--- src/core/lcsf_pkg.sv ---
package lcsf_pkg;

  localparam int NUM_CH = 5;

  // register offsets on the register port
  localparam logic [7:0] ADDR_CONFIG_ONE = 8'h40;
  localparam logic [7:0] ADDR_STATUS_ONE = 8'h41;
  localparam logic [7:0] ADDR_STATUS_TWO = 8'h42;
  localparam logic [7:0] ADDR_TIMER_LIMIT = 8'h7A;

  // channel order: 0 core rail, 1 supply, 2 remote one, 3 local, 4 remote two
  localparam logic [NUM_CH-1:0][7:0] LOW_ADDR = {8'h52, 8'h50, 8'h4E, 8'h48, 8'h46};
  localparam logic [NUM_CH-1:0][7:0] HIGH_ADDR = {8'h53, 8'h51, 8'h4F, 8'h49, 8'h47};
  localparam logic [NUM_CH-1:0][7:0] LOW_RESET = {8'h01, 8'h01, 8'h01, 8'h00, 8'h00};
  localparam logic [NUM_CH-1:0][7:0] HIGH_RESET = {8'hFF, 8'hFF, 8'hFF, 8'hFF, 8'hFF};
  localparam logic [NUM_CH-1:0][2:0] STATUS_ONE_BIT = {3'h6, 3'h5, 3'h4, 3'h2, 3'h1};

  localparam logic [7:0] STATUS_RESET = 8'h00;
  localparam logic [7:0] TIMER_LIMIT_RESET = 8'h00;

  // field positions
  localparam int BIT_SUMMARY = 7;
  localparam int BIT_R2_LATCH = 0;
  localparam int BIT_OVERTEMP = 1;
  localparam int BIT_FAN_ONE = 2;
  localparam int BIT_FAN_FOUR = 5;
  localparam int BIT_DIODE_ONE = 6;
  localparam int BIT_DIODE_TWO = 7;
  localparam int BIT_CFG_LOCK = 1;
  localparam int BIT_CFG_LATCH_RESET = 7;

  // overtemp timer: one tick of the accumulator
  localparam int CLK_PERIOD_NS = 20;
  localparam int TIMER_TICK_US = 1000;
  localparam int TIMER_TICK_CYCLES = (TIMER_TICK_US * 1000) / CLK_PERIOD_NS;

  typedef enum logic [1:0] {
    LCSF_PIN_FAN_FOUR = 2'b00,
    LCSF_PIN_GPIO_OUT = 2'b01,
    LCSF_PIN_TIMER_IN = 2'b10
  } lcsf_pin_mode_t;

endpackage : lcsf_pkg

--- src/core/lcsf_limit_cmp.sv ---
`timescale 1ns/1ns
`default_nettype none

module lcsf_limit_cmp #(
  parameter int WIDTH = 8
) (
  input wire logic [WIDTH-1:0] reading,
  input wire logic [WIDTH-1:0] low_limit,
  input wire logic [WIDTH-1:0] high_limit,
  output logic violation
);

  always_comb begin
    // high side strictly above, low side at or below
    violation = (reading > high_limit) || (reading <= low_limit);
  end

endmodule : lcsf_limit_cmp

`default_nettype wire

--- src/core/lcsf_overtemp_timer.sv ---
`timescale 1ns/1ns
`default_nettype none

module lcsf_overtemp_timer #(
  parameter int TICK_CYCLES = lcsf_pkg::TIMER_TICK_CYCLES,
  parameter int ACC_WIDTH = 8
) (
  input wire logic clk,
  input wire logic rst,
  input wire logic enable,
  input wire logic asserted,
  input wire logic clear,
  input wire logic [ACC_WIDTH-1:0] limit,
  output logic exceeded
);

  logic [31:0] prescale;
  logic [31:0] next_prescale;
  logic [ACC_WIDTH-1:0] acc;
  logic [ACC_WIDTH-1:0] next_acc;

  always_comb begin
    next_prescale = prescale;
    next_acc = acc;
    if (clear || !enable) begin
      next_prescale = 32'h0;
      next_acc = '0;
    end else if (asserted) begin
      if (prescale == 32'(TICK_CYCLES - 1)) begin
        next_prescale = 32'h0;
        // saturate so a long assertion never wraps back under the limit
        if (acc != '1) begin
          next_acc = acc + 1'b1;
        end
      end else begin
        next_prescale = prescale + 32'h1;
      end
    end
  end

  always_ff @(posedge clk or posedge rst) begin
    if (rst) begin
      prescale <= 32'h0;
      acc <= '0;
    end else begin
      prescale <= next_prescale;
      acc <= next_acc;
    end
  end

  assign exceeded = enable && (acc > limit);

endmodule : lcsf_overtemp_timer

`default_nettype wire

--- src/core/lcsf_status.sv ---
`timescale 1ns/1ns
`default_nettype none

// Overview of operation
// - status one bits 1,2,4,5,6 flag core, supply, remote one, local, remote two.
// - reading status clears a voltage or temperature flag only if violation gone.
// - status one bit 7 always ORs every status two flag.
// - status two bit 1 sets on overtemp; read clears only below threshold less hysteresis.
// - status two bits 2,3,4 flag slow or stalled fans one to three.
// - fan flags suppressed while their drive is off; fan four follows drive three.
// - default pin mode: status two bit 5 flags slow or stalled fan four.
// - gpio pin mode: writing status two bit 5 sets the pin level.
// - timer pin mode: bit 5 sets when accumulated assertion time exceeds timer limit.
// - status two bits 6 and 7 flag open or short on diodes one and two.
// - status two bit 0 reserved on base variant, latched remote two overtemp otherwise.
// - high violation only when reading strictly above high limit.
// - low violation when reading equal to or below low limit.
// - temperature limits reset to 0x01 low, 0xFF high; a reading at or below 0x01 flags, no reading can pass 0xFF.
// - limit registers stay writable regardless of configuration lock.
// - both status registers read zero after reset.
// - latching variant: writing config one bit 7 clears latched conditions.
module lcsf_status #(
  parameter bit LATCHING = 1'b0,
  parameter int TIMER_TICK_CYCLES = lcsf_pkg::TIMER_TICK_CYCLES
) (
  input wire logic clk,
  input wire logic rst,
  input wire logic [7:0] reg_addr,
  input wire logic reg_wr,
  input wire logic [7:0] reg_wdata,
  input wire logic reg_rd,
  output logic [7:0] reg_rdata,
  input wire logic sample_valid,
  input wire logic [7:0] core_rail_reading,
  input wire logic [7:0] supply_reading,
  input wire logic [7:0] remote_one_temp,
  input wire logic [7:0] local_temp,
  input wire logic [7:0] remote_two_temp,
  input wire logic overtemp_exceeded,
  input wire logic overtemp_below_hyst,
  input wire logic [3:0] fan_slow,
  input wire logic drive_out_one,
  input wire logic drive_out_two,
  input wire logic drive_out_three,
  input wire logic diode_one_open_short,
  input wire logic diode_two_open_short,
  input wire logic remote_two_limit_event,
  input wire logic [1:0] shared_pin_mode,
  input wire logic overtemp_pin_n,
  output logic shared_pin_out,
  output logic shared_pin_oe,
  output logic config_locked
);

  localparam int N = lcsf_pkg::NUM_CH;

  logic [N-1:0][7:0] low_limit;
  logic [N-1:0][7:0] next_low_limit;
  logic [N-1:0][7:0] high_limit;
  logic [N-1:0][7:0] next_high_limit;
  logic [7:0] timer_limit;
  logic [7:0] next_timer_limit;
  logic [7:0] status_one;
  logic [7:0] next_status_one;
  logic [7:0] status_two;
  logic [7:0] next_status_two;
  logic [N-1:0] viol_held;
  logic [N-1:0] next_viol_held;
  logic [7:0] next_reg_rdata;
  logic next_shared_pin_out;
  logic next_shared_pin_oe;
  logic next_config_locked;

  logic [N-1:0][7:0] reading;
  logic [N-1:0] violation;
  lcsf_pkg::lcsf_pin_mode_t pin_mode;
  logic rd_one;
  logic rd_two;
  logic wr_two;
  logic wr_config;
  logic latch_reset;
  logic timer_exceeded;
  logic timer_clear;
  logic [2:0] drive_on;
  logic [2:0] fan_cond;
  logic fan_four_cond;
  logic summary;

  assign reading = {remote_two_temp, local_temp, remote_one_temp, supply_reading,
                    core_rail_reading};
  assign drive_on = {drive_out_three, drive_out_two, drive_out_one};

  // an unused code on the mode pins falls back to the fan four default
  always_comb begin
    unique case (shared_pin_mode)
      2'b01: pin_mode = lcsf_pkg::LCSF_PIN_GPIO_OUT;
      2'b10: pin_mode = lcsf_pkg::LCSF_PIN_TIMER_IN;
      default: pin_mode = lcsf_pkg::LCSF_PIN_FAN_FOUR;
    endcase
  end

  assign rd_one = reg_rd && (reg_addr == lcsf_pkg::ADDR_STATUS_ONE);
  assign rd_two = reg_rd && (reg_addr == lcsf_pkg::ADDR_STATUS_TWO);
  assign wr_two = reg_wr && (reg_addr == lcsf_pkg::ADDR_STATUS_TWO);
  assign wr_config = reg_wr && (reg_addr == lcsf_pkg::ADDR_CONFIG_ONE);
  assign latch_reset = LATCHING && wr_config && reg_wdata[lcsf_pkg::BIT_CFG_LATCH_RESET];

  genvar gi;
  generate
    for (gi = 0; gi < N; gi++) begin : g_cmp
      lcsf_limit_cmp #(
        .WIDTH(8)
      ) u_cmp (
        .reading(reading[gi]),
        .low_limit(low_limit[gi]),
        .high_limit(high_limit[gi]),
        .violation(violation[gi])
      );
    end
    for (gi = 0; gi < 3; gi++) begin : g_fan
      assign fan_cond[gi] = fan_slow[gi] && drive_on[gi];
    end
  endgenerate

  assign fan_four_cond = fan_slow[3] && drive_out_three;

  // a status two read restarts the accumulator only while the timer limit is not exceeded
  assign timer_clear = rd_two && !timer_exceeded;

  lcsf_overtemp_timer #(
    .TICK_CYCLES(TIMER_TICK_CYCLES),
    .ACC_WIDTH(8)
  ) u_timer (
    .clk(clk),
    .rst(rst),
    .enable(pin_mode == lcsf_pkg::LCSF_PIN_TIMER_IN),
    .asserted(!overtemp_pin_n),
    .clear(timer_clear),
    .limit(timer_limit),
    .exceeded(timer_exceeded)
  );

  // summary taken from the next flags so it never lags status two
  assign summary = |next_status_two;

  always_comb begin
    next_low_limit = low_limit;
    next_high_limit = high_limit;
    next_timer_limit = timer_limit;
    next_status_one = status_one;
    next_status_two = status_two;
    next_viol_held = viol_held;
    next_config_locked = config_locked;
    next_reg_rdata = reg_rdata;
    next_shared_pin_out = shared_pin_out;
    next_shared_pin_oe = (pin_mode == lcsf_pkg::LCSF_PIN_GPIO_OUT);

    // limit writes never consult the lock bit
    for (int i = 0; i < N; i++) begin
      if (reg_wr && (reg_addr == lcsf_pkg::LOW_ADDR[i])) begin
        next_low_limit[i] = reg_wdata;
      end
      if (reg_wr && (reg_addr == lcsf_pkg::HIGH_ADDR[i])) begin
        next_high_limit[i] = reg_wdata;
      end
    end
    if (reg_wr && (reg_addr == lcsf_pkg::ADDR_TIMER_LIMIT)) begin
      next_timer_limit = reg_wdata;
    end
    // lock is write once: it can be set but never cleared before reset
    if (wr_config && reg_wdata[lcsf_pkg::BIT_CFG_LOCK]) begin
      next_config_locked = 1'b1;
    end

    // readback value is taken from the flags before this edge's clear
    if (rd_one) begin
      next_reg_rdata = status_one;
      next_reg_rdata[lcsf_pkg::BIT_SUMMARY] = |status_two;
    end else if (rd_two) begin
      next_reg_rdata = status_two;
    end

    // limit registers are plain read/write storage, so the host sees what it wrote
    for (int i = 0; i < N; i++) begin
      if (reg_rd && (reg_addr == lcsf_pkg::LOW_ADDR[i])) begin
        next_reg_rdata = low_limit[i];
      end
      if (reg_rd && (reg_addr == lcsf_pkg::HIGH_ADDR[i])) begin
        next_reg_rdata = high_limit[i];
      end
    end
    if (reg_rd && (reg_addr == lcsf_pkg::ADDR_TIMER_LIMIT)) begin
      next_reg_rdata = timer_limit;
    end

    // status one: clear first, then set, so a fresh violation wins
    if (sample_valid) begin
      next_viol_held = violation;
    end
    for (int i = 0; i < N; i++) begin
      if (rd_one && !viol_held[i]) begin
        next_status_one[lcsf_pkg::STATUS_ONE_BIT[i]] = 1'b0;
      end
      if (sample_valid && violation[i]) begin
        next_status_one[lcsf_pkg::STATUS_ONE_BIT[i]] = 1'b1;
      end
    end

    // status two
    if (rd_two && overtemp_below_hyst) begin
      next_status_two[lcsf_pkg::BIT_OVERTEMP] = 1'b0;
    end
    if (overtemp_exceeded) begin
      next_status_two[lcsf_pkg::BIT_OVERTEMP] = 1'b1;
    end
    for (int i = 0; i < 3; i++) begin
      if (rd_two && !fan_cond[i]) begin
        next_status_two[lcsf_pkg::BIT_FAN_ONE + i] = 1'b0;
      end
      if (fan_cond[i]) begin
        next_status_two[lcsf_pkg::BIT_FAN_ONE + i] = 1'b1;
      end
    end
    unique case (pin_mode)
      lcsf_pkg::LCSF_PIN_GPIO_OUT: begin
        if (wr_two) begin
          next_status_two[lcsf_pkg::BIT_FAN_FOUR] = reg_wdata[lcsf_pkg::BIT_FAN_FOUR];
          next_shared_pin_out = reg_wdata[lcsf_pkg::BIT_FAN_FOUR];
        end
      end
      lcsf_pkg::LCSF_PIN_TIMER_IN: begin
        if (rd_two && !timer_exceeded) begin
          next_status_two[lcsf_pkg::BIT_FAN_FOUR] = 1'b0;
        end
        if (timer_exceeded) begin
          next_status_two[lcsf_pkg::BIT_FAN_FOUR] = 1'b1;
        end
      end
      lcsf_pkg::LCSF_PIN_FAN_FOUR: begin
        if (rd_two && !fan_four_cond) begin
          next_status_two[lcsf_pkg::BIT_FAN_FOUR] = 1'b0;
        end
        if (fan_four_cond) begin
          next_status_two[lcsf_pkg::BIT_FAN_FOUR] = 1'b1;
        end
      end
    endcase
    if (rd_two && !diode_one_open_short) begin
      next_status_two[lcsf_pkg::BIT_DIODE_ONE] = 1'b0;
    end
    if (diode_one_open_short) begin
      next_status_two[lcsf_pkg::BIT_DIODE_ONE] = 1'b1;
    end
    if (rd_two && !diode_two_open_short) begin
      next_status_two[lcsf_pkg::BIT_DIODE_TWO] = 1'b0;
    end
    if (diode_two_open_short) begin
      next_status_two[lcsf_pkg::BIT_DIODE_TWO] = 1'b1;
    end
    // latch bit ignores reads; only the latch reset write takes it down
    if (LATCHING) begin
      if (latch_reset) begin
        next_status_two[lcsf_pkg::BIT_R2_LATCH] = 1'b0;
      end
      if (remote_two_limit_event) begin
        next_status_two[lcsf_pkg::BIT_R2_LATCH] = 1'b1;
      end
    end else begin
      next_status_two[lcsf_pkg::BIT_R2_LATCH] = 1'b0;
    end

    // stored copy of the summary bit, kept for consistency with status two
    next_status_one[lcsf_pkg::BIT_SUMMARY] = summary;
  end

  always_ff @(posedge clk or posedge rst) begin
    if (rst) begin
      low_limit <= lcsf_pkg::LOW_RESET;
      high_limit <= lcsf_pkg::HIGH_RESET;
      timer_limit <= lcsf_pkg::TIMER_LIMIT_RESET;
      status_one <= lcsf_pkg::STATUS_RESET;
      status_two <= lcsf_pkg::STATUS_RESET;
      viol_held <= '0;
      config_locked <= 1'b0;
      reg_rdata <= 8'h00;
      shared_pin_out <= 1'b0;
      shared_pin_oe <= 1'b0;
    end else begin
      low_limit <= next_low_limit;
      high_limit <= next_high_limit;
      timer_limit <= next_timer_limit;
      status_one <= next_status_one;
      status_two <= next_status_two;
      viol_held <= next_viol_held;
      config_locked <= next_config_locked;
      reg_rdata <= next_reg_rdata;
      shared_pin_out <= next_shared_pin_out;
      shared_pin_oe <= next_shared_pin_oe;
    end
  end

endmodule : lcsf_status

`default_nettype wire

--- config.mk ---
export PLATFORM = sky130hd
export DESIGN_NAME = lcsf_status
export DESIGN_NICKNAME = d
export VERILOG_FILES = /design/src/core/lcsf_pkg.sv /design/src/core/lcsf_limit_cmp.sv /design/src/core/lcsf_overtemp_timer.sv /design/src/core/lcsf_status.sv
export SDC_FILE = /design/constraint.sdc
export NUM_CORES = 1
export LEC_CHECK = 0
export ABC_AREA = 0
export BUFFER_PORTS_ARGS = -buffer_cell sky130_fd_sc_hd__buf_2
export CORE_MARGIN = 2
export CORE_UTILIZATION = 50
export CTS_CLUSTER_DIAMETER = 150
export DETAILED_ROUTE_END_ITERATION = 8
export PLACE_DENSITY = 0.72
export SETUP_SLACK_MARGIN = 0.2
export SLEW_MARGIN = 20
export SYNTH_ARGS = -nofsm -noshare
export SYNTH_HDL_FRONTEND = slang
export SYNTH_HIERARCHICAL = 1
export SYNTH_SLANG_ARGS = --single-unit
--- constraint.sdc ---
create_clock -name clk -period 7.45 [get_ports clk]
set_input_delay 0 -clock clk [delete_from_list [all_inputs] [get_ports clk]]
set_output_delay 0 -clock clk [all_outputs]
set_load 0.03 [all_outputs]
==> flow_summary.ini <==
[synth]
yosysUniqueCellTypes = 83
syn_nets = 1206
synth_edf_count = 0
netlist_instances = 1038
yosys_register_bits = 156
yosysTopAreaCell = dfrtp_1
syn_area_per_cell_um2 = 9.97
synthTopCellsByArea = dfrtp_1 27%, ha_1 11%, dfstp_2 11%, mux2_2 9.9%, inv_1 3.7%
seq_area_frac_synth = 0.382
async_flop_share = 1.00
synth_common_cells = 113 x dfrtp_1, 103 x inv_1, 92 x ha_1
yosys_warnings = 6
syn-cell-area_um2 = 10400
synth_flop_cell = dfrtp_1
yosysMostFrequentCell = dfrtp_1
synth_top_area_frac = 0.273

[placement]
hpwl_um = 20400
io_buffer_count = 85
routabilityCongestion = 0.987

[critical_path]
r2r-end = u_timer/prescale[31]
critPathRequiredTime_ns = 7.73
end_kind = register
crit_fanout = 14
reg2regPathDepth = 13
crit_path_start_kind = register
r2r_start = timer_limit[1]
crit_type = register to register
reg2reg_slack_ns = 4.02
arrival_ns = 3.71

[sta]
hold_ws_ns = 0.0236
min_period_ns = 3.43
tightest_slew_ns = 0.931
fin_crit_sh = 0.461
max_freq_ghz = 0.291
hold_viol = 0
rsz0062_at_grt = no
drv_slew = 0
timing.slew.headroom = 0.375
finalSetupTns_ns = 0
skew_ns = 0.00838
setup_viol = 0

[detailed_routing]
drc = 0
firstDrtPassIters = 6
ant_nets = 0
num_vias = 8387
wl_um = 27600
wl_per_cell_um = 19.6
vias_per_cell = 5.96
drt-initial-drc-count = 801

[clock_network]
clk_pin_slew_ns = 0.06
cts_inserted_buffers = 17
cts_root_buffer = clkbuf_16
cts_resized = 0
cts_buffer_depth = 2
htreeDepth = 4
cts_hold_buf = 18
cts_tree = yes
clk_latency_ns = 0.43
postCtsSetupBuffers = 0
clock-sinks = 156

[global_routing]
grt_use_total = 0.258
antenna_found_initial = 0
globalRouteOverflowTotal = 0
grt_pass1_vias = 8213
grt_max_degree = 62
grt_pass1_wl_um = 44100

[die]
coreArea_um2 = 20300
start_util = 0.510
dieArea_um2 = 21900
fp.dieW_um = 148
ios = 87
rows = 52
fp.dieH_um = 148

[finish]
layout-drive-gt1-share = 0.270
fillers = 1776
final_nets = 1292
synthToLayoutAreaGrowth_pct = 13.3
diodes = 0

[min_path]
worstHoldStart = reg_wr
holdPathEnd = config_locked
hold_path.class = input port to register
hold_path_depth = 2

[power_and_ir_drop]
powerDensity_nw_per_um2 = 187
leakagePower_nw = 5.03
ir_drop_uv = 126

[job]
drv_cap = 0

[outcome]
status = finished, final reports clean
[per-stage QoR]
step | power (mW) | util | setup WS (ns) | cell area (µm²) | std cells
final | 2.20 | 0.578 | 4.02 | 11700 | 1407
after CTS | 2.21 | 0.577 | 4.05 | 11700 | 1407
after detailed placement | 1.27 | 0.537 | 3.90 | 10900 | 1357
after floorplan | 1.16 | - | 4.45 | 10400 | 1038
after global placement | 1.26 | 0.537 | 3.93 | 10900 | 1357
after global routing | 2.28 | 0.578 | 3.82 | 11700 | 1407
[state kept, by name, summed over array words and instances, names as in the netlist]
signal and cells:
config_locked 1, high_limit 40, low_limit 40, reg_rdata 8, shared_pin_oe 1, shared_pin_out 1
status_one 5, status_two 7, timer_limit 8, u_timer/acc 8, u_timer/prescale 32, viol_held 5
[cells by family (layout without fill, tap and decap cells)]
group           after synthesis  in the layout  share of synthesized area
xor+xnor                     32             32                     0.0271
compound gates              187            187                      0.122
flops                       156            156                      0.382
fa+ha+maj                    92             92                      0.111
simple gates                320            320                      0.176
mux                         108            108                      0.120
buf+inv                     143            242                     0.0615
[worst max path at each step]
stage,from,to,slack [ns]
CTS,timer_limit[1],u_timer/prescale[31],4.05
finish,timer_limit[1],u_timer/prescale[31],4.02
global placement,reg_addr[1],u_timer/prescale[27],3.93
detailed placement,reg_addr[1],u_timer/prescale[31],3.90
global route,timer_limit[1],u_timer/prescale[31],3.82
floorplan,rst,config_locked,4.45
[placed cells by master, fill, tap and decap left out, types with 6 or more instances in the layout]
master	n
buf_2	85
clkbuf_16	19
o211ai_1	7
nand2_1	58
inv_1	102
dfstp_2	43
o211ai_2	6
o22ai_1	10
nor2_1	77
o221ai_1	6
nor4_1	13
dlygate4sd3_1	18
nor3_1	16
and4_1	6
dfrtp_1	113
mux2i_1	13
a21oi_1	53
or2_2	7
xnor2_1	30
nor2b_1	17
a31oi_1	6
o21a_1	10
ha_1	92
nand4_1	37
nand3_1	28
o21ai_0	39
mux2_2	91
and3_1	7
[critical path: stages (launching register included)]
cell	delay, ns
dfrtp_1	0.45
inv_1	0.08
ha_1	0.31
nor2b_1	0.13
o21a_1	0.16
o21a_1	0.17
o21bai_1	0.12
a21oi_1	0.12
nor2_1	0.26
nor3b_1	0.13
or3b_1	0.66
nor4_1	0.47
xnor2_1	0.16
nor2_1	0.06
[where the power goes]
part           switching (mW)  total, mW  internal (mW)
combinational           0.192      0.324          0.132
clock                   0.362      0.929          0.567
sequential             0.0441      0.943          0.899
total                   0.599       2.20           1.60
[per-layer routing]
layer	track usage	up-vias	part of all wire
met1	0.344	4133	0.43
met5	0	-	0
met3	0.0454	73	0.056
met4	0.107	0	0.040
met2	0.418	258	0.47
li1	-	3923	-
[area by class of cell]
cell class,instances,area [µm²],share of cell area
clock buffers,23,520,0.0444
clock inverters,9,116,0.00992
well taps,270,338,0.0288
multi-input cells,739,5770,0.492
flip-flops and latches,156,3960,0.338
repair buffers,107,636,0.0542
inverters,103,389,0.0332
No activity file was read; power rests on OpenSTA's default activity.
